[src/potsa_pkg.sv]
// Summary of operation
// - Acknowledge write bytes; stop returns to idle.
// - Store each volatile write byte, then advance pointer; stored writes keep the last byte.
// - Write pointer wraps from top to zero.
// - Non-volatile programming starts only after stop.
// - Acknowledge all three read instruction bytes.
// - Keep sending bytes while controller acknowledges.
// - Read pointer loads from address, increments per byte.
// - Read pointer wraps to zero, continues sending.
// - Id byte: fixed prefix, pin match, direction bit.
// - Control register top bit selects volatile or stored.
// - Reject wiper and control writes while busy.
// - Addresses zero to three select pots zero to three.
package potsa_pkg;

  // ****************************************************************
  // Register map and field positions.
  // ****************************************************************
  localparam logic [7:0] POTSA_ADDR_TOP     = 8'h08;  // Highest location, holds the access control register.
  localparam logic [7:0] POTSA_ADDR_ACR     = 8'h08;  // Access control register location.
  localparam logic [7:0] POTSA_ADDR_GP_LAST = 8'h06;  // Last general purpose location.
  localparam logic [7:0] POTSA_ADDR_POT_LAST = 8'h03; // Last potentiometer location.
  localparam int         POTSA_VOL_BIT      = 7;      // Volatile select bit position.
  localparam int         POTSA_SHDN_BIT     = 6;      // Shutdown control bit position.
  localparam int         POTSA_WIP_BIT      = 5;      // Write in progress bit position.
  localparam int         POTSA_NUM_POTS     = 4;      // Number of potentiometers.
  localparam int         POTSA_NUM_NV       = 7;      // Number of non-volatile locations.

  // ****************************************************************
  // Reset values.
  // ****************************************************************
  localparam logic [7:0] POTSA_WIPER_RST    = 8'h40;  // Wiper value at power up.
  localparam logic [7:0] POTSA_NV_RST       = 8'h40;  // Stored value before any programming.
  localparam logic       POTSA_VOL_RST      = 1'h0;   // Volatile select after reset.
  localparam logic       POTSA_SHDN_RST     = 1'h1;   // Shutdown bit after reset.

  // ****************************************************************
  // Identification byte.
  // ****************************************************************
  localparam logic [3:0] POTSA_ID_PREFIX    = 4'h5;   // Fixed prefix, value arbitrary.

  // ****************************************************************
  // Timing.
  // ****************************************************************
  localparam int POTSA_CLK_MHZ    = 125;              // Clock rate in MHz.
  localparam int POTSA_NV_WR_MS   = 20;               // Programming time in ms.
  localparam int POTSA_NV_WR_CYC  = POTSA_NV_WR_MS * 1000 * POTSA_CLK_MHZ; // Programming cycles.
  localparam int POTSA_FIFO_DEPTH = 8;                // Write data FIFO depth.

  // ****************************************************************
  // Carriers.
  // ****************************************************************
  // One received write byte with its target location.
  typedef struct packed {
    logic [7:0] addr;
    logic [7:0] data;
  } potsa_wr_s;

endpackage

[src/potsa_fifo.sv]
`timescale 1ns/1ns
// ****************************************************************
// Synchronous FIFO with valid and ready on both sides.
// ****************************************************************
module potsa_fifo #(
  parameter int WIDTH = 16,
  parameter int DEPTH = 8
) (
  // Clock and reset.
  input  wire logic             clk_i,
  input  wire logic             rst_i,
  // Fill side.
  input  wire logic             in_valid_i,
  output logic                  in_ready_o,
  input  wire logic [WIDTH-1:0] in_data_i,
  // Drain side.
  output logic                  out_valid_o,
  input  wire logic             out_ready_i,
  output logic [WIDTH-1:0]      out_data_o
);
  localparam int AW = $clog2(DEPTH);

  logic [WIDTH-1:0] mem_q [DEPTH];  // Storage array.
  logic [AW-1:0]    wr_ptr_q;       // Write index.
  logic [AW-1:0]    rd_ptr_q;       // Read index.
  logic [AW:0]      count_q;        // Number of words held.
  wire              push;           // Word accepted this cycle.
  wire              pop;            // Word removed this cycle.

  // Ready while at least one slot is free, including when empty.
  assign in_ready_o  = (count_q < (AW+1)'(DEPTH));
  assign out_valid_o = (count_q != '0);
  assign out_data_o  = mem_q[rd_ptr_q];
  assign push        = in_valid_i && in_ready_o;
  assign pop         = out_valid_o && out_ready_i;

  // Storage write; no reset needed for the data array.
  always_ff @(posedge clk_i)
  begin
    if (push)
    begin
      mem_q[wr_ptr_q] <= in_data_i;
    end
  end

  // Pointers and fill count.
  always_ff @(posedge clk_i)
  begin
    if (rst_i)
    begin
      wr_ptr_q <= '0;
      rd_ptr_q <= '0;
      count_q  <= '0;
    end
    else
    begin
      if (push)
      begin
        wr_ptr_q <= (wr_ptr_q == AW'(DEPTH-1)) ? '0 : wr_ptr_q + 1'b1;
      end
      if (pop)
      begin
        rd_ptr_q <= (rd_ptr_q == AW'(DEPTH-1)) ? '0 : rd_ptr_q + 1'b1;
      end
      count_q <= count_q + (AW+1)'(push) - (AW+1)'(pop);
    end
  end
endmodule

[src/potsa_core.sv]
`timescale 1ns/1ns
// ****************************************************************
// Two-wire target transaction logic of a quad digital pot.
// ****************************************************************
module potsa_core #(
  parameter int NV_WR_CYC = potsa_pkg::POTSA_NV_WR_CYC
) (
  // Clock and reset.
  input  wire logic        ref_clk_i,
  input  wire logic        sys_rst_i,
  // Bus pins, sampled as synchronous inputs.
  input  wire logic        scl_i,
  input  wire logic        sda_i,
  output logic             sda_o,
  output logic             sda_oe_o,
  // Address select straps.
  input  wire logic        addr_select_pin_2_i,
  input  wire logic        addr_select_pin_1_i,
  input  wire logic        addr_select_pin_0_i,
  // Potentiometer state.
  output logic [31:0]      wiper_o,
  output logic             shutdown_bit_o,
  output logic             write_in_progress_flag_o
);
  // ****************************************************************
  // Declarations.
  // ****************************************************************
  typedef enum logic [2:0] {S_IDLE, S_ID, S_ADDR, S_WDATA, S_RDATA, S_IGNORE} potsa_state_e;

  potsa_state_e state_q;                 // Transaction phase.
  logic         scl_q;                   // Previous clock level.
  logic         sda_q;                   // Previous data level.
  logic [7:0]   shift_q;                 // Receive and transmit shifter.
  logic [3:0]   bit_q;                   // Bit count within a byte, 8 means the ack slot.
  logic         ack_slot_q;              // Device drives ack in this slot.
  logic         rd_mode_q;               // Current byte slot is a read data byte.
  logic [7:0]   ptr_q;                   // Internal register pointer.
  logic [7:0]   wiper_q [4];             // Volatile wiper registers.
  logic [7:0]   nv_q [7];                // Initial value and general purpose store.
  logic [7:0]   access_control_reg_q;    // Volatile select and shutdown bits.
  logic         wip_q;                   // Programming busy flag.
  logic [31:0]  wip_cnt_q;               // Programming delay counter.
  logic         nv_pend_q;               // A stored write waits for the stop.
  logic [7:0]   nv_addr_q;               // Pending stored location.
  logic [7:0]   nv_data_q;               // Pending stored value.
  logic         sda_q_o;                 // Output data register.
  logic         sda_oe_q;                // Output enable register.

  // Edge and condition decode.
  wire          scl_rise   = scl_i && !scl_q;
  wire          scl_fall   = !scl_i && scl_q;
  wire          start_det  = scl_i && scl_q && sda_q && !sda_i;
  wire          stop_det   = scl_i && scl_q && !sda_q && sda_i;
  wire [7:0]    rx_byte    = {shift_q[6:0], sda_i};
  wire          byte_done  = scl_rise && (bit_q == 4'h7);
  wire          id_match   = rx_byte[7:4] == potsa_pkg::POTSA_ID_PREFIX &&
                             rx_byte[3:1] == {addr_select_pin_2_i, addr_select_pin_1_i,
                                              addr_select_pin_0_i};
  wire [7:0]    ptr_inc    = (ptr_q >= potsa_pkg::POTSA_ADDR_TOP) ? 8'h00 : ptr_q + 8'h01;
  wire          vol_sel    = access_control_reg_q[potsa_pkg::POTSA_VOL_BIT];
  wire          tgt_pot    = ptr_q <= potsa_pkg::POTSA_ADDR_POT_LAST;
  wire          tgt_gp     = ptr_q > potsa_pkg::POTSA_ADDR_POT_LAST && ptr_q <= potsa_pkg::POTSA_ADDR_GP_LAST;
  wire          tgt_acr    = ptr_q == potsa_pkg::POTSA_ADDR_ACR;
  wire [7:0]    acr_view   = {access_control_reg_q[7:6], wip_q, 5'h00};
  wire [7:0]    rd_value   = tgt_acr ? acr_view :
                             tgt_pot ? (vol_sel ? wiper_q[ptr_q[1:0]] : nv_q[ptr_q[2:0]]) :
                             tgt_gp  ? nv_q[ptr_q[2:0]] : 8'h00;
  wire          wr_byte    = state_q == S_WDATA && byte_done;
  wire          wr_allowed = !wip_q;
  wire          nv_target  = (tgt_pot && !vol_sel) || tgt_gp;

  // Write byte FIFO signals.
  potsa_pkg::potsa_wr_s fifo_in;
  potsa_pkg::potsa_wr_s fifo_out;
  wire          fifo_in_ready;
  wire          fifo_out_valid;
  wire          fifo_pop = fifo_out_valid;
  assign fifo_in.addr = ptr_q;
  assign fifo_in.data = rx_byte;

  // ****************************************************************
  // Write path buffering.
  // ****************************************************************
  potsa_fifo #(
    .WIDTH ($bits(potsa_pkg::potsa_wr_s)),
    .DEPTH (potsa_pkg::POTSA_FIFO_DEPTH)
  ) potsa_fifo_inst (
    .clk_i       (ref_clk_i),
    .rst_i       (sys_rst_i),
    .in_valid_i  (wr_byte && wr_allowed && !nv_target),
    .in_ready_o  (fifo_in_ready),
    .in_data_i   (fifo_in),
    .out_valid_o (fifo_out_valid),
    .out_ready_i (1'b1),
    .out_data_o  (fifo_out)
  );

  // ****************************************************************
  // Bus sequencing.
  // ****************************************************************
  // Tracks bytes, acknowledge slots and the transaction phase.
  always_ff @(posedge ref_clk_i)
  begin
    if (sys_rst_i)
    begin
      state_q    <= S_IDLE;
      scl_q      <= 1'b1;
      sda_q      <= 1'b1;
      shift_q    <= 8'h00;
      bit_q      <= 4'h0;
      ack_slot_q <= 1'b0;
      rd_mode_q  <= 1'b0;
      ptr_q      <= 8'h00;
      sda_q_o    <= 1'b1;
      sda_oe_q   <= 1'b0;
    end
    else
    begin
      scl_q <= scl_i;
      sda_q <= sda_i;
      if (start_det)
      begin
        // A start or repeated start always restarts the id phase.
        state_q   <= S_ID;
        bit_q     <= 4'h0;
        sda_oe_q  <= 1'b0;
        rd_mode_q <= 1'b0;
      end
      else if (stop_det)
      begin
        state_q   <= S_IDLE;
        sda_oe_q  <= 1'b0;
        rd_mode_q <= 1'b0;
      end
      else if (state_q != S_IDLE && state_q != S_IGNORE)
      begin
        if (scl_rise && bit_q < 4'h8)
        begin
          shift_q <= rx_byte;
          bit_q   <= bit_q + 4'h1;
          if (bit_q == 4'h7)
          begin
            // Byte complete: decide the ack slot and next phase.
            ack_slot_q <= 1'b1;
            case (state_q)
              S_ID:
              begin
                if (!id_match)
                begin
                  // Not addressed: stay silent until the next start.
                  state_q    <= S_IGNORE;
                  ack_slot_q <= 1'b0;
                end
                else if (rx_byte[0])
                begin
                  // Read direction: data bytes follow the ack.
                  state_q <= S_RDATA;
                end
                else
                begin
                  // Write direction: the address byte comes next.
                  state_q <= S_ADDR;
                end
              end
              S_ADDR:
              begin
                // The address byte loads the pointer for both directions.
                ptr_q   <= rx_byte;
                state_q <= S_WDATA;
              end
              S_WDATA:
              begin
                // The byte goes to the write path, then the pointer moves on.
                ptr_q <= ptr_inc;
              end
              S_RDATA:
              begin
                // The controller answers read bytes, so the device stays off the line.
                ack_slot_q <= 1'b0;
              end
              default:
              begin
                state_q <= S_IGNORE;
              end
            endcase
          end
        end
        else if (scl_rise && bit_q == 4'h8)
        begin
          // Controller ack on a read byte decides continuation.
          bit_q <= 4'h0;
          if (rd_mode_q && sda_i)
          begin
            state_q <= S_IGNORE;
          end
          if (rd_mode_q)
          begin
            ptr_q <= ptr_inc;
          end
        end
        else if (scl_fall)
        begin
          if (bit_q == 4'h8 && ack_slot_q)
          begin
            sda_q_o    <= 1'b0;
            sda_oe_q   <= 1'b1;
            ack_slot_q <= 1'b0;
          end
          else if (state_q == S_RDATA && bit_q == 4'h0)
          begin
            // Load the whole byte; each rising edge then brings the next bit to the top.
            shift_q   <= rd_value;
            sda_q_o   <= rd_value[7];
            sda_oe_q  <= !rd_value[7];
            rd_mode_q <= 1'b1;
          end
          else if (state_q == S_RDATA && rd_mode_q && bit_q < 4'h8)
          begin
            // The rising edge has already shifted, so the top bit is the next one out.
            sda_q_o  <= shift_q[7];
            sda_oe_q <= !shift_q[7];
          end
          else
          begin
            sda_oe_q <= 1'b0;
          end
        end
      end
    end
  end

  // ****************************************************************
  // Register file and non-volatile programming.
  // ****************************************************************
  // Applies buffered write bytes and sequences programming.
  always_ff @(posedge ref_clk_i)
  begin
    if (sys_rst_i)
    begin
      for (int i = 0; i < potsa_pkg::POTSA_NUM_POTS; i++) wiper_q[i] <= potsa_pkg::POTSA_WIPER_RST;
      for (int i = 0; i < potsa_pkg::POTSA_NUM_NV; i++) nv_q[i] <= potsa_pkg::POTSA_NV_RST;
      access_control_reg_q <= {potsa_pkg::POTSA_VOL_RST, potsa_pkg::POTSA_SHDN_RST, 6'h00};
      wip_q     <= 1'b0;
      wip_cnt_q <= 32'h0;
      nv_pend_q <= 1'b0;
      nv_addr_q <= 8'h00;
      nv_data_q <= 8'h00;
    end
    else
    begin
      // Buffered volatile writes land here unless programming is busy.
      if (fifo_pop && !wip_q)
      begin
        if (fifo_out.addr == potsa_pkg::POTSA_ADDR_ACR)
        begin
          access_control_reg_q <= {fifo_out.data[7:6], 6'h00};
        end
        else if (fifo_out.addr <= potsa_pkg::POTSA_ADDR_POT_LAST)
        begin
          wiper_q[fifo_out.addr[1:0]] <= fifo_out.data;
        end
      end
      // A stored write only parks its byte until the closing stop arrives.
      if (wr_byte && nv_target && !wip_q)
      begin
        nv_pend_q <= 1'b1;
        nv_addr_q <= ptr_q;
        nv_data_q <= rx_byte;
      end
      if (stop_det && nv_pend_q)
      begin
        // Programming begins only once the closing stop is seen.
        nv_pend_q              <= 1'b0;
        nv_q[nv_addr_q[2:0]]   <= nv_data_q;
        if (nv_addr_q <= potsa_pkg::POTSA_ADDR_POT_LAST)
        begin
          wiper_q[nv_addr_q[1:0]] <= nv_data_q;
        end
        wip_q     <= 1'b1;
        wip_cnt_q <= 32'(NV_WR_CYC);
      end
      else if (wip_q)
      begin
        // Count down the programming delay; bus traffic does not pause it.
        wip_cnt_q <= wip_cnt_q - 32'h1;
        if (wip_cnt_q == 32'h1)
        begin
          wip_q <= 1'b0;
        end
      end
    end
  end

  // ****************************************************************
  // Outputs.
  // ****************************************************************
  for (genvar g = 0; g < potsa_pkg::POTSA_NUM_POTS; g++)
  begin : g_wiper
    assign wiper_o[8*g +: 8] = wiper_q[g];
  end
  assign sda_o                    = sda_q_o;
  assign sda_oe_o                 = sda_oe_q;
  assign shutdown_bit_o           = access_control_reg_q[potsa_pkg::POTSA_SHDN_BIT];
  assign write_in_progress_flag_o = wip_q;
endmodule

[config.mk]
export PLATFORM = sky130hd
export DESIGN_NAME = potsa_core
export DESIGN_NICKNAME = d
export VERILOG_FILES = /design/src/potsa_pkg.sv /design/src/potsa_fifo.sv /design/src/potsa_core.sv
export SDC_FILE = /design/constraint.sdc
export NUM_CORES = 1
export LEC_CHECK = 0
export BUFFER_PORTS_ARGS = -buffer_cell sky130_fd_sc_hd__buf_2
export CELL_PAD_IN_SITES_DETAIL_PLACEMENT = 0
export CELL_PAD_IN_SITES_GLOBAL_PLACEMENT = 1
export CORE_AREA = 2 2 162 164
export CTS_CLUSTER_DIAMETER = 150
export DETAILED_ROUTE_END_ITERATION = 6
export DIE_AREA = 0 0 164 166
export GPL_ROUTABILITY_DRIVEN = 0
export PLACE_DENSITY = 0.85
export SETUP_SLACK_MARGIN = 0.5
export SYNTH_ARGS = -nofsm -noshare
export SYNTH_HDL_FRONTEND = slang
export SYNTH_SLANG_ARGS = --single-unit
[constraint.sdc]
create_clock -name ref_clk_i -period 7.05 [get_ports ref_clk_i]
set_input_delay 1.41 -clock ref_clk_i [delete_from_list [all_inputs] [get_ports ref_clk_i]]
set_output_delay 1.41 -clock ref_clk_i [all_outputs]
set_load 0.01 [all_outputs]
# Word level (Yosys, flattened, before mapping)
# Memory sizes are Yosys's and may differ from the RTL's. A register that Yosys moved wholly into a read port is not among the register bits.
# Cells that the tools add are included.
[word_totals]
reg_bits = 91
ramBits = 216
in_bits = 7
out_inout_bits = 36
elab_cells = 211
memories = 3
[op_classes]
n_addsub = 7
order_cmp = 8
n_eq_ne = 21
mux = 78
bitwise = 5
reduce_logical = 68
[mem_list]
columns = ["memory", "words", "word_bits", "rd", "rd_ports_with_merged_regs", "wr", "line", "source"]
rows = [
  ["potsa_fifo_inst.mem_q", 8, 16, 1, 1, 1, "potsa_fifo.sv:23", "logic [WIDTH-1:0] mem_q [DEPTH];"],
  ["nv_q", 7, 8, 1, 1, 7, "potsa_core.sv:39", "logic [7:0] nv_q [7];"],
  ["wiper_q", 4, 8, 5, 1, 4, "potsa_core.sv:38", "logic [7:0] wiper_q [4];"],
]
[op_table]
columns = ["operator", "count"]
rows = [
  ["$mux W8", 17],
  ["$mux W22", 2],
  ["$mux W3", 13],
  ["$mux W1", 37],
  ["$eq A32 B1 Y1 const B", 1],
  ["$sub A32 B1 Y32 const B", 1],
  ["$reduce_and A7 Y1", 4],
  ["$logic_and A1 B1 Y1", 27],
  ["$le A8 B2 Y1 const B", 3],
  ["$reduce_or A8 Y1", 3],
  ["$eq A8 B4 Y1 const B", 2],
  ["$pmux W8 S2", 1],
  ["$reduce_bool A2 Y1", 7],
  ["$reduce_bool A4 Y1", 3],
  ["$reduce_and A5 Y1", 2],
  ["$eq A3 B3 Y1 const B", 3],
  ["$logic_not A1 Y1", 9],
  ["$pmux W3 S3", 1],
  ["$reduce_bool A3 Y1", 3],
  ["$add A8 B1 Y8 const B", 1],
  ["$eq A4 B3 Y1 const B", 2],
  ["$ge A8 B4 Y1 const B", 1],
  ["$gt A8 B2 Y1 const B", 1],
  ["$le A8 B3 Y1 const B", 1],
  ["25 further kinds", 42],
]

# Depth between registers and ports, before layout
# Gate-level depths: netlist (run 1).
[depth]
depth_word = 10
mapped_depth = 12
depth_no_buf = 11

# Cells and area by module
# From an unflattened synthesis (run 1), not the netlist that was laid out.
[hier_totals]
hier_cells = 1082
hier_area_um2 = 14091.0
[modules_own_cells]
columns = ["module", "instances", "cells_each", "area_per_inst_um2", "seq_area_each_um2"]
rows = [
  ["potsa_core", 1, 817, 8515.7, 4484.3],
  ["potsa_fifo", 1, 265, 5575.3, 4103.9],
]

# Least setup slack after synthesis (run 1)
# Ideal clock, no wire load.
[synth_path]
path_kind = "input to register"
startpoint = "in scl_i"
endpoint = "mem potsa_fifo_inst.mem_q[2][0], enable pin"
setup_ps = 436
t_arrival_ps = 4163
required_time_ps = 6614
path_slack_ps = 2451
stages = 5
path_buffers = 0
path_cell_list = "nor3b_2 and3_1 nand4b_1 nand3b_1 nor4b_1"
[synth_between]
elab_chain_len = 8
[synth_rtl]
columns = ["item", "line", "source"]
rows = [
  ["start, declared", "potsa_core.sv:12", "input wire logic scl_i,"],
  ["$logic_and A1 B1 Y1", "potsa_core.sv:50", "wire scl_rise = scl_i && !scl_q;"],
  ["$logic_and A1 B1 Y1", "potsa_core.sv:55", "wire byte_done = scl_rise && (bit_q == 4'h7);"],
  ["$logic_and A1 B1 Y1", "potsa_core.sv:68", "wire wr_byte = state_q == S_WDATA && byte_done;"],
  ["$logic_and A1 B1 Y1 (2 in a row)", "potsa_core.sv:90", ".in_valid_i (wr_byte && wr_allowed && !nv_target),"],
  ["$logic_and A1 B1 Y1", "potsa_fifo.sv:34", "assign push = in_valid_i && in_ready_o;"],
  ["$mux W1", "potsa_fifo.sv:40", "if (push)"],
  ["$mux W1 (not written as such)", "potsa_fifo.sv:42", "mem_q[wr_ptr_q] <= in_data_i;"],
  ["end, declared", "potsa_fifo.sv:23", ""],
]
# No other way between the ends.

# Worst setup path in the final report (run 1)
[layout_path]
startpoint = "in scl_i"
endpoint = "mem potsa_fifo_inst.mem_q[5][15], enable pin"
[layout_between]
elab_chain_len = 8
[layout_rtl]
columns = ["item", "line", "source"]
rows = [
  ["$logic_and A1 B1 Y1", "potsa_core.sv:50", ""],
  ["$logic_and A1 B1 Y1", "potsa_core.sv:55", ""],
  ["$logic_and A1 B1 Y1", "potsa_core.sv:68", ""],
  ["$logic_and A1 B1 Y1 (2 in a row)", "potsa_core.sv:90", ""],
  ["$logic_and A1 B1 Y1", "potsa_fifo.sv:34", ""],
  ["net potsa_fifo_inst.push", "potsa_fifo.sv:27", "wire push;"],
  ["$mux W1", "potsa_fifo.sv:40", ""],
  ["$mux W1 (not written as such)", "potsa_fifo.sv:42", ""],
]
# The timed path passes the listed nets, and every way through them passes these cells.

==> results of run 1 <==
## area by class of cell
type | instances | area share, %
multi-input combinational | 653 | 31.6
clock inverter | 21 | 1.73
tap | 335 | 2.73
clock buffer | 35 | 5.29
sequential | 321 | 55.9
inverter | 30 | 0.732
timing repair buffer | 57 | 2.10
## worst paths after layout
kind	end	slack, ns	cells past startpoint
setup / recovery	potsa_fifo_inst.mem_q[5][15]	2.98	8
hold / removal	nv_addr_q[5]	0.46	1
setup reg to reg	wiper_q[0][4]	3.12	6
hold reg to reg	nv_addr_q[5]	0.46	1
## synthesized netlist by cell type (all sizes together) (8+ instances only)
cell type and n:
a211oi 8, nor3 21, a22o 21, mux2i 18, xnor2 22, nand2b 23, nor2 115, a21oi 46
buf 18, nor3b 8, clkbuf 37, a31oi 10, and3 12, nor2b 16, and2 8, nor4 14
ha 15, or3 10, dfxtp 105, inv 30, xor2 12, nand2 83, o21ai 29, edfxtp 216
or2 9, mux4 48, nand3 22
## state kept, by name, summed over array words and instances (netlist names), 2 cells and up, named ones only
name	flops
potsa_fifo_inst.mem_q	128
nv_q	64
wip_cnt_q	32
wiper_q	32
nv_addr_q	8
nv_data_q	8
ptr_q	8
shift_q	8
bit_q	4
potsa_fifo_inst.count_q	4
potsa_fifo_inst.rd_ptr_q	3
potsa_fifo_inst.wr_ptr_q	3
state_q	3
access_control_reg_q	2
## layer usage
metal  vias to the layer above  global-route usage, %  share of wire (%)
met5                         -                      0                  0
met4                         0                   5.61                1.9
met3                        45                   3.27                6.6
met2                       320                   35.1                 47
met1                      4324                   32.7                 45
li1                       4036                      -                  -
## through the flow
stage | power (mW) | area [um2]
floorplan | 2.63 | 13700
global route | 4.69 | 15400
global placement | 2.82 | 14300
CTS | 4.54 | 15400
finish | 4.52 | 15400
detailed placement | 2.82 | 14300
## cell families (layout without fill, tap and decap cells)
kind of cell	count (synthesis)	in the layout	share of synthesized area, %
buffers and inverters	85	143	2.50
DFF	321	321	62.5
AOI/OAI and AO/OA	162	162	7.90
adders and majority gates	16	16	1.51
muxes	67	67	9.26
and+or+nand+nor	374	374	14.2
xor gates and xnor gates	34	34	2.17
## power groups by stage
stage	registers (mW)	clock network (mW)	logic, mW
final	2.14	1.73	0.646
after global routing	2.15	1.83	0.707
after CTS	2.14	1.75	0.646
after detailed placement	2.18	0	0.642
after global placement	2.18	0	0.638
after floorplan	2.18	0	0.456
==> flow_summary.toml, run 1 <==
[outcome]
outcome = "finished clean"

[timing]
timing.final.crit_share_pct = 57.7
hold_viol = 0
finalCriticalPeriod_ns = 4.07
drv_slew = 0
fin_setup_tns_ns = 0
max_freq_ghz = 0.246
fin_skew_ns = 0.0117
setup_viol = 0
worst_slack_ns = 2.98
slew_headroom_pct = 19.2
hold-worst-slack_ns = 0.458
worst_pin_slew_ns = 1.21
rsz0062_at_grt = "no"

[global_route]
grt_pass1_wl_um = 47200
grt_pass1_vias = 8395
grt_max_degree = 66
grt.overflow.total = 0
track_usage_pct = 22.3
antenna_found_initial = 0

[layout]
antenna_cells = 0
post-route-util_pct = 60.0
nFillCells = 1948
multiInputGateArea_um2 = 4850
final_common_cell = "edfxtp_1"
nNetsFinal = 1117
synthToLayoutAreaGrowth_pct = 11.9
final_cell_mix = "edfxtp_1, nor2_1, dfxtp_1"
layoutNonFillerInstCount = 1452
seqCellArea_um2 = 8590
layout-drive-gt1-share_pct = 16.6

[synthesis]
synth_warnings = 0
synthArstFlopShare_pct = 0
syn_inst = 1059
syn_avg_cell_area_um2 = 13.0
syn_area_um2 = 13700
yosysTopAreaCellShare_pct = 47.2
synth.area.top_cells = "edfxtp_1, dfxtp_1, mux4_2"
synthDistinctLibCells = 69
synth_edf_count = 216
yosysSeqAreaShare_pct = 62.5
synth_nets = 1082
yosysTopAreaCell = "edfxtp_1"
synthFlopType = "edfxtp_1"
ys_seq_elements = 321

[hold_path]
min_from = "nv_addr_q[5]"
min_path_type = "flip-flop to flip-flop"

[placement]
port_buffers = 42
dp_hpwl_um = 20400
placedCellCount = 1396
pre_cts_ws_ns = 2.33

[cts]
ctsHoldBuffers = 0
insertion_delay_ns = 0.55
h-tree-depth = 1
post_cts.repair.setup_buffers = 0
cts_buffers = 31
clkTransAtPathRegs_ns = 0.06
clock_path_buffers = 3
cts_resized = 0
clock-sinks = 321
clock-root-buffer = "clkbuf_16"
cts_tree = "yes"

[setup_path]
crit_slowest_cell = "nor3b_2"
crit_family = "simple AND/OR/NAND/NOR gates"
cp.arrival_ns = 4.23
end_kind = "flip-flop"
required_ns = 7.21
cpMostUsedCell = "nor3b_2"
cp_max_fo = 16
path_buf_inv = 2
critical_path_class = "input pin to flip-flop"
crit_start = "scl_i"
critPathMaxStageDelay_ns = 1.00
cp-start-kind = "input pin"
crit_chain = "buf_2 -> nor3b_2 -> and3_1 -> nand4b_1 -> nand3b_1 -> inv_1 -> nand2_1 -> nor3b_2"

[floorplanning]
die_x_um = 164
initial_core_util_pct = 53.6
top_level_ports = 43
rows = 59
die_y_um = 166
core_area_um2 = 25600
die-area_um2 = 27200

[pwr]
switching_share_pct = 24.6
p_int_mw = 3.41
powerDensity_nw_per_um2 = 294
p_clk_share_pct = 38.3
power_frac_seq_pct = 47.4
p_sw_mw = 1.11
peakVddDrop_mv = 0.212
p_leak_nw = 5.49
power_frac_comb_pct = 14.3

[drt]
ant_nets = 0
drt-total-wl_um = 30100
vias = 8725
vias_per_cell = 6.01
drc = 0
drt_first_pass_iters = 6
post_drt_wl_per_cell_um = 20.7
drtIter0Drc = 1085

[flow_run]
maxCapViolCount = 0
No activity file was read; power rests on OpenSTA's default activity.
==> inputs of run 2 (changes only) <==
--- a/config.mk
+++ b/config.mk
@@ -8,12 +8,12 @@
 export BUFFER_PORTS_ARGS = -buffer_cell sky130_fd_sc_hd__buf_2
 export CELL_PAD_IN_SITES_DETAIL_PLACEMENT = 0
 export CELL_PAD_IN_SITES_GLOBAL_PLACEMENT = 1
-export CORE_AREA = 2 2 162 164
+export CORE_AREA = 2 2 168 170
 export CTS_CLUSTER_DIAMETER = 150
 export DETAILED_ROUTE_END_ITERATION = 6
-export DIE_AREA = 0 0 164 166
+export DIE_AREA = 0 0 170 172
 export GPL_ROUTABILITY_DRIVEN = 0
-export PLACE_DENSITY = 0.85
+export PLACE_DENSITY = 0.8
 export SETUP_SLACK_MARGIN = 0.5
 export SYNTH_ARGS = -nofsm -noshare
 export SYNTH_HDL_FRONTEND = slang
==> constraint.sdc (replaced) <==
create_clock -name ref_clk_i -period 3.9 [get_ports ref_clk_i]
set_input_delay 0.78 -clock ref_clk_i [delete_from_list [all_inputs] [get_ports ref_clk_i]]
set_output_delay 0.78 -clock ref_clk_i [all_outputs]
set_load 0.01 [all_outputs]
==> run 2 against run 1 <==
Compared with the run above: largest power group unchanged; critical path type is now flip-flop to flip-flop; worst setup slack lost 2.1 ns; largest cell class unchanged; highest routed layer unchanged; via count grew 0.40%; first-iteration DRC count shrank 17%.
==> flow_summary.toml, run 2 (same netlist as run 1, synthesis figures left out) <==
[global_route]
grt.overflow.total = 0
grt_pass1_vias = 8273
antenna_found_initial = 0
grt_pass1_wl_um = 48400
grt_max_degree = 80
track_usage_pct = 21.6

[floorplanning]
core_area_um2 = 27500
die_x_um = 170
top_level_ports = 43
die_y_um = 172
rows = 61
initial_core_util_pct = 50.0
die-area_um2 = 29200

[timing]
slew_headroom_pct = 35.7
setup_viol = 0
worst_slack_ns = 0.839
hold_viol = 0
drv_slew = 0
timing.final.crit_share_pct = 78.5
worst_pin_slew_ns = 0.964
rsz0062_at_grt = "no"
fin_skew_ns = 0.0135
finalCriticalPeriod_ns = 3.06
fin_setup_tns_ns = 0
max_freq_ghz = 0.327

[setup_path]
cp.arrival_ns = 3.46
r2r_end = "potsa_fifo_inst.count_q[2]"
critical_path_class = "flip-flop to flip-flop"
cp_max_fo = 10
required_ns = 4.30
rr_worst_depth = 10
end_kind = "flip-flop"
cp-start-kind = "flip-flop"
r2r-start = "ptr_q[7]"
reg2reg_slack_ns = 0.84

[outcome]
outcome = "finished clean"

[pwr]
p_leak_nw = 5.55
power_frac_comb_pct = 14.4
peakVddDrop_mv = 0.352
p_clk_share_pct = 37.7
powerDensity_nw_per_um2 = 525
switching_share_pct = 24.8
p_int_mw = 6.11
power_frac_seq_pct = 47.9
p_sw_mw = 2.02

[layout]
antenna_cells = 0
final_cell_mix = "edfxtp_1, nor2_1, dfxtp_1"
layout-drive-gt1-share_pct = 17.0
largest_register_ffs = 128
nFillCells = 2238
final_common_cell = "edfxtp_1"
synthToLayoutAreaGrowth_pct = 12.8
nNetsFinal = 1134
regMostFlops = "potsa_fifo_inst.mem_q"
reg.largest.list = "potsa_fifo_inst.mem_q (128), nv_q (64)"

[hold_path]
hold_depth = 1
min_from = "nv_addr_q[6]"
min_path_type = "flip-flop to flip-flop"
hold_end = "nv_addr_q[6]"

[cts]
post_cts.repair.setup_buffers = 0
insertion_delay_ns = 0.55
clkTransAtPathRegs_ns = 0.06
cts_tree = "yes"
clock-sinks = 321
cts_buffers = 31
h-tree-depth = 1
clock_path_buffers = 3
ctsHoldBuffers = 0
cts_resized = 0
clock-root-buffer = "clkbuf_16"

[placement]
pre_cts_ws_ns = 0.669
port_buffers = 42
dp_hpwl_um = 21200

[drt]
ant_nets = 0
post_drt_wl_per_cell_um = 21.2
drtIter0Drc = 899
drt_first_pass_iters = 5
drt-total-wl_um = 31400
drc = 0
vias_per_cell = 5.91
vias = 8760

[flow_run]
maxCapViolCount = 0
run 2: metrics by stage:
| step | cell area (um2) | total power, mW | std cells | hold slack (ns) | util [%] |
|---|---|---|---|---|---|
| after floorplan | 13800 | 4.76 | 1059 | 0.420 | - |
| after global placement | 14500 | 5.13 | 1424 | 0.437 | 52.6 |
| after detailed placement | 14500 | 5.15 | 1424 | 0.437 | 52.6 |
| after CTS | 15500 | 8.18 | 1481 | 0.457 | 56.4 |
| after global routing | 15500 | 8.44 | 1481 | 0.464 | 56.4 |
| final | 15500 | 8.13 | 1481 | 0.453 | 56.4 |
run 2: metal layers:
layer	vias up	wire, um	track usage, %
li1	4067	-	-
met4	0	619	5.83
met2	296	14300	33.7
met1	4348	14400	32.2
met5	-	0	0
met3	49	2050	2.88
run 2: area by class of cell:
cell class              instances  area [um2]  area share [%]
clock buffers                  47         888            5.73
clock inverters                10         153           0.985
inverters                      30         113           0.727
multi-input cells             653        4870            31.4
flip-flops and latches        321        8590            55.4
well taps                     346         433            2.79
repair buffers                 74         450            2.91
run 2: power groups by stage:
stage	logic, mW	registers [mW]	clock network (mW)
floorplan	0.825	3.93	0
global placement	1.17	3.96	0
detailed placement	1.18	3.97	0
CTS	1.19	3.90	3.09
global route	1.30	3.91	3.23
finish	1.17	3.89	3.06
run 2: worst max-delay path by stage:
stage                     slack (ns)  startpoint                     endpoint  cells after the start
after floorplan                 0.51       scl_i  potsa_fifo_inst.mem_q[6][0]                      5
after global placement          0.74       scl_i  potsa_fifo_inst.mem_q[3][5]                     10
after detailed placement        0.67       scl_i  potsa_fifo_inst.mem_q[3][5]                     10
after CTS                       0.82    ptr_q[7]   potsa_fifo_inst.count_q[2]                     10
after global routing            0.62    ptr_q[7]   potsa_fifo_inst.count_q[2]                     10
final                           0.84    ptr_q[7]   potsa_fifo_inst.count_q[2]                     10
run 2: worst max-delay path, stage by stage (launching register included):
cell and delay [ns]:
dfxtp_1 0.42, or4_1 0.65, nor3_1 0.26, nand2_1 0.28
nand3b_1 0.17, buf_4 0.21, inv_1 0.11, ha_1 0.23
fa_1 0.38, xnor2_1 0.16, nor2_1 0.05
